==> src/design/csr_pkg.sv <==
// constants and types for the condition and status reporting block
// assumes a single 10 MHz core clock and synchronous active-low reset
package csr_pkg;
    localparam int unsigned CSR_REG_W       = 8;
    localparam int unsigned CSR_ERR_W       = 8;
    localparam int unsigned CSR_ERR_SLOTS   = 3;
    // condition register a field positions
    localparam int unsigned CRA_SEQ_BIT     = 7;
    localparam int unsigned CRA_OTSD_BIT    = 6;
    localparam int unsigned CRA_OTWARN_BIT  = 5;
    localparam int unsigned CRA_OVP_BIT     = 4;
    localparam int unsigned CRA_OCP_BIT     = 3;
    localparam int unsigned CRA_OL_BIT      = 2;
    localparam int unsigned CRA_CC_BIT      = 1;
    localparam int unsigned CRA_CV_BIT      = 0;
    // condition register b field positions
    localparam int unsigned CRB_TEST_BIT    = 7;
    localparam int unsigned CRB_TRIG2_BIT   = 6;
    localparam int unsigned CRB_TRIG1_BIT   = 5;
    localparam int unsigned CRB_MAINS_BIT   = 4;
    localparam int unsigned CRB_ZERO_BIT    = 3;
    localparam int unsigned CRB_SIG_BIT     = 2;
    localparam int unsigned CRB_IBAND_BIT   = 1;
    localparam int unsigned CRB_VBAND_BIT   = 0;
    // status byte
    localparam int unsigned STB_MAV_BIT     = 4;
    localparam int unsigned STB_RQS_BIT     = 6;
    localparam logic [7:0]  STB_RESET       = 8'h00;
    localparam logic [7:0]  ERR_EMPTY_CODE  = 8'h00;
    localparam logic [7:0]  RSTSRC_MASK     = 8'h1f;
    localparam logic [7:0]  REG_RESET       = 8'h00;
    // query selectors
    typedef enum logic [1:0] {
        CSR_Q_CRA = 2'b00,
        CSR_Q_CRB = 2'b01,
        CSR_Q_ERR = 2'b10,
        CSR_Q_STB = 2'b11
    } csr_query_t;
endpackage

==> src/design/csr_status_top.sv <==
// condition registers, error list, status byte and device clear
// assumes query and clear strobes are one-cycle pulses from the interface parser
`timescale 1ns/1ns
module csr_status_top
    import csr_pkg::*;
(
    input  wire logic                 core_clk_i,
    input  wire logic                 rst_b_i,
    input  wire logic                 seq_running_i,
    input  wire logic                 overtemp_shutdown_i,
    input  wire logic                 overtemp_warning_i,
    input  wire logic                 overvoltage_prot_i,
    input  wire logic                 overcurrent_prot_i,
    input  wire logic                 overload_i,
    input  wire logic                 current_regulation_i,
    input  wire logic                 voltage_regulation_i,
    input  wire logic                 selftest_or_calibration_i,
    input  wire logic                 trigger_input_two_i,
    input  wire logic                 trigger_input_one_i,
    input  wire logic                 mains_low_i,
    input  wire logic [2:0]           signal_outputs_i,
    input  wire logic                 current_band_violation_i,
    input  wire logic                 voltage_band_violation_i,
    input  wire logic                 limit_monitor_enable_i,
    input  wire logic                 query_i,
    input  wire csr_query_t           query_sel_i,
    input  wire logic                 text_clear_i,
    input  wire logic                 bus_sdc_i,
    input  wire logic                 bus_dcl_i,
    input  wire logic                 clear_status_i,
    input  wire logic                 err_valid_i,
    input  wire logic [7:0]           err_code_i,
    input  wire logic [7:0]           reset_source_register_i,
    input  wire logic                 msg_set_i,
    input  wire logic                 msg_drained_i,
    input  wire logic                 status_summary_i,
    input  wire logic                 srq_set_i,
    input  wire logic                 serial_poll_done_i,
    output logic                      resp_valid_o,
    output logic      [7:0]           resp_data_o,
    output logic      [31:0]          resp_err_list_o,
    output logic                      buf_flush_o,
    output logic                      ready_o,
    output logic                      message_available_bit_o,
    output logic                      srq_o,
    output logic      [7:0]           status_byte_o
);
    logic [7:0]  cond_a;
    logic [7:0]  cond_b;
    logic [7:0]  raw_a;
    logic [7:0]  raw_b;
    logic [23:0] err_slots;
    logic        dev_clear;

    logic        resp_valid_r, resp_valid_nxt;
    logic [7:0]  resp_data_r, resp_data_nxt;
    logic [31:0] resp_err_r, resp_err_nxt;
    logic        flush_r, flush_nxt;
    logic        ready_r, ready_nxt;
    logic        mav_r, mav_nxt;
    logic        srq_r, srq_nxt;
    logic        summ_r, summ_nxt;
    logic [7:0]  stb;

    assign raw_a = {seq_running_i, overtemp_shutdown_i, overtemp_warning_i,
                    overvoltage_prot_i, overcurrent_prot_i, overload_i,
                    current_regulation_i, voltage_regulation_i};
    assign raw_b = {selftest_or_calibration_i, trigger_input_two_i,
                    trigger_input_one_i, mains_low_i, 1'b0,
                    |signal_outputs_i, current_band_violation_i,
                    voltage_band_violation_i};

    csr_cond_regs u_cond
    (
        .core_clk_i             (core_clk_i),
        .rst_b_i                (rst_b_i),
        .cond_a_raw_i           (raw_a),
        .cond_b_raw_i           (raw_b),
        .limit_monitor_enable_i (limit_monitor_enable_i),
        .cond_a_o               (cond_a),
        .cond_b_o               (cond_b)
    );

    csr_error_list u_err
    (
        .core_clk_i  (core_clk_i),
        .rst_b_i     (rst_b_i),
        .err_valid_i (err_valid_i),
        .err_code_i  (err_code_i),
        .clear_i     (clear_status_i),
        .slots_o     (err_slots)
    );

    assign dev_clear = text_clear_i | bus_sdc_i | bus_dcl_i;

    // status byte: summary bit, message available, request service
    always_comb
    begin
        stb = STB_RESET;
        stb[STB_MAV_BIT] = mav_r;
        stb[STB_RQS_BIT] = srq_r;
        stb[CRA_CV_BIT]  = summ_r;
    end

    always_comb
    begin
        resp_valid_nxt = 1'b0;
        resp_data_nxt  = resp_data_r;
        resp_err_nxt   = resp_err_r;
        // one-cycle capture keeps all bits coherent
        if (query_i && !dev_clear)
        begin
            resp_valid_nxt = 1'b1;
            case (query_sel_i)
                CSR_Q_CRA: resp_data_nxt = cond_a;
                CSR_Q_CRB: resp_data_nxt = cond_b;
                CSR_Q_ERR:
                begin
                    resp_data_nxt = err_slots[7:0];
                    resp_err_nxt  = {err_slots,
                                     reset_source_register_i & RSTSRC_MASK};
                end
                CSR_Q_STB: resp_data_nxt = stb;
                default:   resp_data_nxt = REG_RESET;
            endcase
        end
        flush_nxt = dev_clear;
        ready_nxt = 1'b1;
        // message-available: set wins except a device clear forces it low
        mav_nxt = mav_r;
        if (msg_drained_i)
            mav_nxt = 1'b0;
        if (msg_set_i)
            mav_nxt = 1'b1;
        if (dev_clear)
            mav_nxt = 1'b0;
        summ_nxt = summ_r;
        if (clear_status_i)
            summ_nxt = 1'b0;
        if (status_summary_i)
            summ_nxt = 1'b1;
        srq_nxt = srq_r;
        if (clear_status_i || serial_poll_done_i)
            srq_nxt = 1'b0;
        if (srq_set_i)
            srq_nxt = 1'b1;
    end

    always_ff @(posedge core_clk_i)
    begin
        if (!rst_b_i)
        begin
            resp_valid_r <= 1'b0;
            resp_data_r  <= REG_RESET;
            resp_err_r   <= 32'h00000000;
            flush_r      <= 1'b0;
            ready_r      <= 1'b0;
            mav_r        <= 1'b0;
            srq_r        <= 1'b0;
            summ_r       <= 1'b0;
        end
        else
        begin
            resp_valid_r <= resp_valid_nxt;
            resp_data_r  <= resp_data_nxt;
            resp_err_r   <= resp_err_nxt;
            flush_r      <= flush_nxt;
            ready_r      <= ready_nxt;
            mav_r        <= mav_nxt;
            srq_r        <= srq_nxt;
            summ_r       <= summ_nxt;
        end
    end

    assign resp_valid_o            = resp_valid_r;
    assign resp_data_o             = resp_data_r;
    assign resp_err_list_o         = resp_err_r;
    assign buf_flush_o             = flush_r;
    assign ready_o                 = ready_r;
    assign message_available_bit_o = mav_r;
    assign srq_o                   = srq_r;
    // status byte view is not registered; it is composed from flops only
    always_comb
    begin
        status_byte_o = stb;
    end
endmodule

==> src/design/csr_cond_regs.sv <==
// live condition registers a and b, sampled from external pins
// assumes condition inputs are asynchronous levels
`timescale 1ns/1ns
module csr_cond_regs
    import csr_pkg::*;
(
    input  wire logic                 core_clk_i,
    input  wire logic                 rst_b_i,
    input  wire logic [7:0]           cond_a_raw_i,
    input  wire logic [7:0]           cond_b_raw_i,
    input  wire logic                 limit_monitor_enable_i,
    output logic      [7:0]           cond_a_o,
    output logic      [7:0]           cond_b_o
);
    logic [7:0] s1a_r, s1a_nxt, s2a_r, s2a_nxt;
    logic [7:0] s1b_r, s1b_nxt, s2b_r, s2b_nxt;
    logic       s1m_r, s1m_nxt, s2m_r, s2m_nxt;
    logic [7:0] cond_b_fix;

    always_comb
    begin
        s1a_nxt = cond_a_raw_i;
        s2a_nxt = s1a_r;
        s1b_nxt = cond_b_raw_i;
        s2b_nxt = s1b_r;
        s1m_nxt = limit_monitor_enable_i;
        s2m_nxt = s1m_r;
    end

    always_ff @(posedge core_clk_i)
    begin
        if (!rst_b_i)
        begin
            s1a_r <= REG_RESET;
            s2a_r <= REG_RESET;
            s1b_r <= REG_RESET;
            s2b_r <= REG_RESET;
            s1m_r <= 1'b0;
            s2m_r <= 1'b0;
        end
        else
        begin
            s1a_r <= s1a_nxt;
            s2a_r <= s2a_nxt;
            s1b_r <= s1b_nxt;
            s2b_r <= s2b_nxt;
            s1m_r <= s1m_nxt;
            s2m_r <= s2m_nxt;
        end
    end

    // bits follow the condition both ways, band bits only while limit monitoring is on, bit 3 stays zero; nothing here is writable
    always_comb
    begin
        cond_b_fix = s2b_r;
        cond_b_fix[CRB_ZERO_BIT] = 1'b0;
        cond_b_fix[CRB_IBAND_BIT] = s2b_r[CRB_IBAND_BIT] & s2m_r;
        cond_b_fix[CRB_VBAND_BIT] = s2b_r[CRB_VBAND_BIT] & s2m_r;
    end

    assign cond_a_o = s2a_r;
    assign cond_b_o = cond_b_fix;
endmodule

==> src/design/csr_error_list.sv <==
// error list: last three distinct codes by first entry, newest first; a repeat of a listed code is ignored
// assumes err_valid_i is a single-cycle pulse on the core clock
`timescale 1ns/1ns
module csr_error_list
    import csr_pkg::*;
(
    input  wire logic                 core_clk_i,
    input  wire logic                 rst_b_i,
    input  wire logic                 err_valid_i,
    input  wire logic [7:0]           err_code_i,
    input  wire logic                 clear_i,
    output logic      [23:0]          slots_o
);
    logic [7:0] slot_r   [CSR_ERR_SLOTS];
    logic [7:0] slot_nxt [CSR_ERR_SLOTS];
    logic       dup;

    always_comb
    begin
        dup = 1'b0;
        for (int i = 0; i < CSR_ERR_SLOTS; i++)
        begin
            slot_nxt[i] = slot_r[i];
            if (slot_r[i] == err_code_i)
                dup = 1'b1;
        end
        // a new error in the clear cycle survives the clear
        if (clear_i)
        begin
            for (int i = 0; i < CSR_ERR_SLOTS; i++)
                slot_nxt[i] = ERR_EMPTY_CODE;
        end
        if (err_valid_i && err_code_i != ERR_EMPTY_CODE && (clear_i || !dup))
        begin
            slot_nxt[0] = err_code_i;
            if (!clear_i)
            begin
                slot_nxt[1] = slot_r[0];
                slot_nxt[2] = slot_r[1];
            end
        end
    end

    always_ff @(posedge core_clk_i)
    begin
        for (int i = 0; i < CSR_ERR_SLOTS; i++)
        begin
            if (!rst_b_i)
                slot_r[i] <= ERR_EMPTY_CODE;
            else
                slot_r[i] <= slot_nxt[i];
        end
    end

    genvar g;
    generate
        for (g = 0; g < CSR_ERR_SLOTS; g++)
        begin : g_out
            assign slots_o[8*g +: 8] = slot_r[g];
        end
    endgenerate
endmodule

==> config.mk <==
export PLATFORM = sky130hd
export DESIGN_NAME = csr_status_top
export DESIGN_NICKNAME = d
export VERILOG_FILES = /design/src/design/csr_pkg.sv /design/src/design/csr_status_top.sv /design/src/design/csr_cond_regs.sv /design/src/design/csr_error_list.sv
export SDC_FILE = /design/constraint.sdc
export NUM_CORES = 1
export LEC_CHECK = 0
export ABC_AREA = 1
export BUFFER_PORTS_ARGS = -buffer_cell sky130_fd_sc_hd__buf_2
export CORE_MARGIN = 2
export CORE_UTILIZATION = 30
export DETAILED_ROUTE_END_ITERATION = 16
export HOLD_SLACK_MARGIN = 0.1
export PLACE_DENSITY_LB_ADDON = 0.08
export SYNTH_ARGS = -nofsm -noshare
export SYNTH_HDL_FRONTEND = slang
export SYNTH_SLANG_ARGS = --single-unit
==> constraint.sdc <==
create_clock -name core_clk_i -period 1.3 [get_ports core_clk_i]
set_input_delay 0 -clock core_clk_i [delete_from_list [all_inputs] [get_ports core_clk_i]]
set_output_delay 0 -clock core_clk_i [all_outputs]
set_load 0.01 [all_outputs]
**After elaboration in Yosys (flattened, before gate mapping)**

Memory sizes are Yosys's and may differ from the RTL's.
Index checks and enable logic that the tools add are counted.

- Bitwise logic cells: 8
- Mux-type cells: 19
- Reduce and logical (&&, ||, !) cells: 15
- Equality and inequality tests: 6

Operator list:

| kind | number |
|---|---|
| 2-to-1 mux 24 bit | 2 |
| case mux 8 bit (4 select lines) | 1 |
| equality test 8 bit | 3 |
| 2-to-1 mux 8 bit | 3 |
| 2-to-1 mux 16 bit | 1 |
| 2-to-1 mux 1 bit | 12 |
| nonzero test 8 bit | 1 |
| nonzero test 2 bit | 3 |
| OR 1 bit | 5 |
| equality test 2 bit (second input constant) | 2 |
| logical AND 1 bit | 3 |
| OR reduction 3 bit | 1 |
| AND 1 bit | 2 |
| equality test 2 x 1 -> 1 bit (second input constant) | 1 |
| logical NOT 1 bit | 2 |
| logical NOT 2 bit | 1 |
| logical OR 1 bit | 2 |
| AND reduction 2 bit | 1 |
| OR reduction 2 bit | 1 |
| NOT 1 bit | 1 |

- Memories kept: 1
- Output and inout port bits: 53
- Input bits: 49
- Memory bits (writable): 24
- Register bits after elaboration: 77

Memories:

| name | words | width | read ports | clocked after Yosys merged registers in | write ports | RTL line | RTL |
|---|---|---|---|---|---|---|---|
| u_err.slot_r | 3 | 8 | 3 | 0 | 3 | csr_error_list.sv:14 | `logic [7:0] slot_r [CSR_ERR_SLOTS];` |

**Depth between registers and ports, before layout**

An unclocked memory read counts as a cell.

- Depth after elaboration: 10
- Gate-level depth with buffers: 12
- Depth with buffers taken out: 11

**Modules after synthesis**

Synthesis repeated with hierarchy kept, for this count alone.

- Cells, all modules: 562
- Area total of the unflattened synthesis: 4206.5 um^2

Modules (own cells, without submodules):

| module | cells each | sequential area each (um^2) | times used | area each (um^2) |
|---|---|---|---|---|
| csr_status_top | 250 | 860.8 | 1 | 1830.5 |
| csr_error_list | 202 | 480.5 | 1 | 1397.6 |
| csr_cond_regs | 110 | 640.6 | 1 | 978.4 |

**Worst setup path before layout**

No wires, ideal clock.

- Kind: reg2reg
- Start point: mem u_err.slot_r[0][4]
- End point: mem u_err.slot_r[1][0]
- Library setup time: 0.069 ns
- Data required time: 1.231 ns
- Stages on the path, launching flop included: 13
- Period minus slack after synthesis: 1.262 ns
- Arrival: 1.193 ns
- Path slack: 0.038 ns
- Cells stage by stage: dfxtp_1 -> inv_1 -> nand2_1 -> nand2_1 -> nand3_1 -> nor2_1 -> nand2_1 -> nand3_2 -> nand2_4 -> nand2_4 -> buf_12 -> nand2_2 -> a21oi_2

RTL lines:

| what | RTL line |
|---|---|
| from (decl) | csr_error_list.sv:14 |

==> impl_metrics.env <==
export IMPL_cp_end_kind="flop"
export IMPL_holdWs_ns=0.154
export IMPL_synthSimpleGateAreaFrac=0.241
export IMPL_dr_pass1_iters=4
export IMPL_seq_power_share=0.483
export IMPL_synth_top_family_by_area="simple AND/OR/NAND/NOR gates"
export IMPL_synth_adder_area_share=0
export IMPL_period_minus_slack_ns=1.48
export IMPL_fin_ws_ns=-0.175
export IMPL_initial_core_util=0.308
export IMPL_crit_path_end="u_err.slot_r[0][6]"
export IMPL_vias=3889
export IMPL_ios=102
export IMPL_intPower_uw=4830
export IMPL_first_iter_violations=120
export IMPL_die_w_um=121
export IMPL_area_growth_pct=45.0
export IMPL_cp_start_kind="flop"
export IMPL_reg2reg_from="u_err.slot_r[1][7]"
export IMPL_synth_edff_count=0
export IMPL_peakVddDrop_mv=0.577
export IMPL_reg2reg_slack_ns=-0.18
export IMPL_dp_hpwl_um=8180
export IMPL_antenna_cells=0
export IMPL_grt_pass1_wl_um=17700
export IMPL_clockBufferDepth=2
export IMPL_fin_skew_ns=0.0114
export IMPL_avgSynthCellArea_um2=7.55
export IMPL_postRouteAntennaNets=0
export IMPL_arrival_ns=1.72
export IMPL_cp_required_ns=1.55
export IMPL_drt_drc_violations_left=0
export IMPL_setup_viol=24
export IMPL_coreArea_um2=13300
export IMPL_h_tree_depth=3
export IMPL_violations="negative setup slack"
export IMPL_fill_cells=1388
export IMPL_cap_violations=0
export IMPL_leakage_uw=0.00286
export IMPL_synth_xor_area_share=0.0213
export IMPL_use_met2=0.274
export IMPL_max_freq_ghz=0.678
export IMPL_min_path_type="in2reg"
export IMPL_root_buffer="clkbuf_16"
export IMPL_synth_warnings=0
export IMPL_dieArea_um2=14700
export IMPL_grt_overflow_total=0
export IMPL_p_sw_frac=0.264
export IMPL_grt_max_degree=54
export IMPL_clkPwrFrac=0.401
export IMPL_drive_gt1_frac=0.341
export IMPL_cts_tree="done"
export IMPL_worstHoldPathCells=5
export IMPL_synthMuxAreaShare=0
export IMPL_top_usage_layer="met2"
export IMPL_synth_ff_type="dfxtp_1"
export IMPL_antenna_found_initial=0
export IMPL_r2r_end="u_err.slot_r[0][6]"
export IMPL_yosys_cell_types_count=30
export IMPL_synth_compound_area_share=0.132
export IMPL_rsz0062_at_grt="true"
export IMPL_avgViaCountPerCell=4.41
export IMPL_fin_crit_sh=1.13
export IMPL_clk_pin_slew_ns=0.07
export IMPL_critPathKind="reg2reg"
export IMPL_multi_input_area_um2=1880
export IMPL_routed_wl_um=11800
export IMPL_ys_seq_elements=99
export IMPL_p_sw_uw=1730
export IMPL_cts_sinks=99
export IMPL_grt_pass1_vias=3517
export IMPL_cts_buffers=9
export IMPL_die_y_um=121
export IMPL_place_gp_congestion=0.769
export IMPL_crit_path_start="u_err.slot_r[1][7]"
export IMPL_rows=42
export IMPL_report_final_slew_viol_count=0
export IMPL_worstPathMaxFanout=7
export IMPL_clk_latency_ns=0.36
export IMPL_ys_seq_area_frac=0.481
export IMPL_status="finished with violations"
export IMPL_syn_instance_count=545
export IMPL_layout_nets=750
export IMPL_netlist_area_um2=4120
export IMPL_final_core_util=0.447
export IMPL_grtUsageMet1=0.189
export IMPL_synthArstFlopShare=0
export IMPL_globalRouteTotalUtil=0.159
export IMPL_reg2regPathDepth=9
export IMPL_hold_viol_final=0
export IMPL_met3_usage=0.0320
export IMPL_final_seq_area_um2=2000
export IMPL_power_density_nw_per_um2=1100
export IMPL_wl_per_cell_um=13.4
export IMPL_combPwrFrac=0.116
export IMPL_io_buffer_count=90
export IMPL_tns_ns=-2.83
-- cells by family after synthesis --
family | count (synthesis)
AND/OR/NAND/NOR | 232
flip-flops | 99
other | 1
AO/OA/AOI/OAI | 93
buffers and inverters | 110
XOR/XNOR | 10
-- power by group through the flow --
stage          clock (µW)  sequential [µW]  combinational, µW
2_1_floorplan           0             3240                349
3_3_place_gp            0             3240                605
3_5_place_dp            0             3240                608
4_1_cts              2730             3170                704
5_1_grt              2850             3180                837
6_report             2630             3170                759
-- final cells by class --
class,instances,area share
clock buffers,9,0.0377
clock inverters,7,0.0111
inverters,72,0.0453
multi-input cells,344,0.316
flip-flops and latches,99,0.336
well taps,176,0.0369
repair buffers,175,0.218
-- per-stage QoR --
step / instance area (µm²) / cells / power (µW) / setup WS (ns)
after floorplan: 4140 / 552 / 3590 / 0.0378
after global placement: 4920 / 819 / 3840 / -0.165
after detailed placement: 4920 / 819 / 3850 / -0.210
after CTS: 5630 / 875 / 6610 / -0.140
after global routing: 5970 / 882 / 6870 / -0.245
final: 5970 / 882 / 6560 / -0.175
-- critical path, cell delays in order (launching register included) --
cell and delay (ns):
dfxtp_2 0.33, xnor2_1 0.15, nand2_1 0.08, nor2_2 0.12, nand2_1 0.08, nand3_2 0.12, nand2_8 0.11, clkbuf_16 0.19
a21oi_1 0.12, nor2_1 0.06
-- layer usage --
metal  share of wire  vias up
li1                -     2010
met5               0        -
met3           0.037       17
met4           0.025        0
met1            0.44     1769
met2            0.50       93
-- synthesized netlist by cell type, types with 4 or more instances --
library cell,instances,area share
nand2_2,11,0.017
inv_1,65,0.059
nand2_1,117,0.11
a211oi_1,4,0.0073
dfxtp_1,99,0.48
nor2_1,63,0.057
buf_2,9,0.011
nand3_1,30,0.036
clkbuf_1,13,0.012
buf_4,12,0.022
inv_2,7,0.0064
a21oi_2,10,0.021
o21ai_0,29,0.035
xnor2_1,10,0.021
a21oi_1,40,0.049
-- timing repair --
| item | 4_1_cts | 5_1_grt |
|---|---|---|
| cloned | 0 | 5 |
| buffers inserted | 0 | 2 |
| hold buffers | 40 | 0 |
| endpoints found under the setup margin | 24 | 29 |
| pin swaps | 0 | 20 |
| endpoints found under the hold margin | 39 | 0 |
| gates resized for setup | 8 | 60 |
-- state kept, by name, indices dropped and copies added (netlist names) --
signal                   cells
u_cond.s1m_r                 1
u_cond.s2b_r                 7
resp_data_o                  8
buf_flush_o                  1
u_cond.s2m_r                 1
ready_o                      1
resp_valid_o                 1
u_cond.cond_a_o              8
message_available_bit_o      1
u_cond.s1b_r                 7
srq_o                        1
u_err.slot_r                24
u_cond.s1a_r                 8
resp_err_list_o             29
summ_r                       1
-- placed cells by master, fill, tap and decap left out, types with 3 or more instances in the layout --
cell type	instances
a211oi_1	4
a21oi_1	33
a21oi_2	17
buf_12	4
buf_2	90
buf_4	36
clkbuf_16	12
conb_1	8
dfxtp_1	83
dfxtp_2	16
dlygate4sd3_1	40
inv_1	58
inv_2	14
inv_8	3
nand2_1	113
nand2_2	10
nand2_4	6
nand3_1	18
nand3_2	10
nand3_4	5
nand4_1	3
nor2_1	60
nor2_2	3
o211ai_1	3
o21ai_0	28
xnor2_1	6
xnor2_2	4
-- worst min-delay path by stage --
stage / start / end / slack, ns
finish: query_sel_i[0] / resp_data_o[0] / 0.15
global route: query_sel_i[1] / resp_data_o[0] / 0.21
CTS: query_sel_i[0] / resp_data_o[0] / 0.15
detailed placement: current_band_violation_i / u_cond.s1b_r[1] / 0.18
global placement: limit_monitor_enable_i / u_cond.s1m_r / 0.18
floorplan: rst_b_i / ready_o / 0.03
No activity file was read; power rests on OpenSTA's default activity.
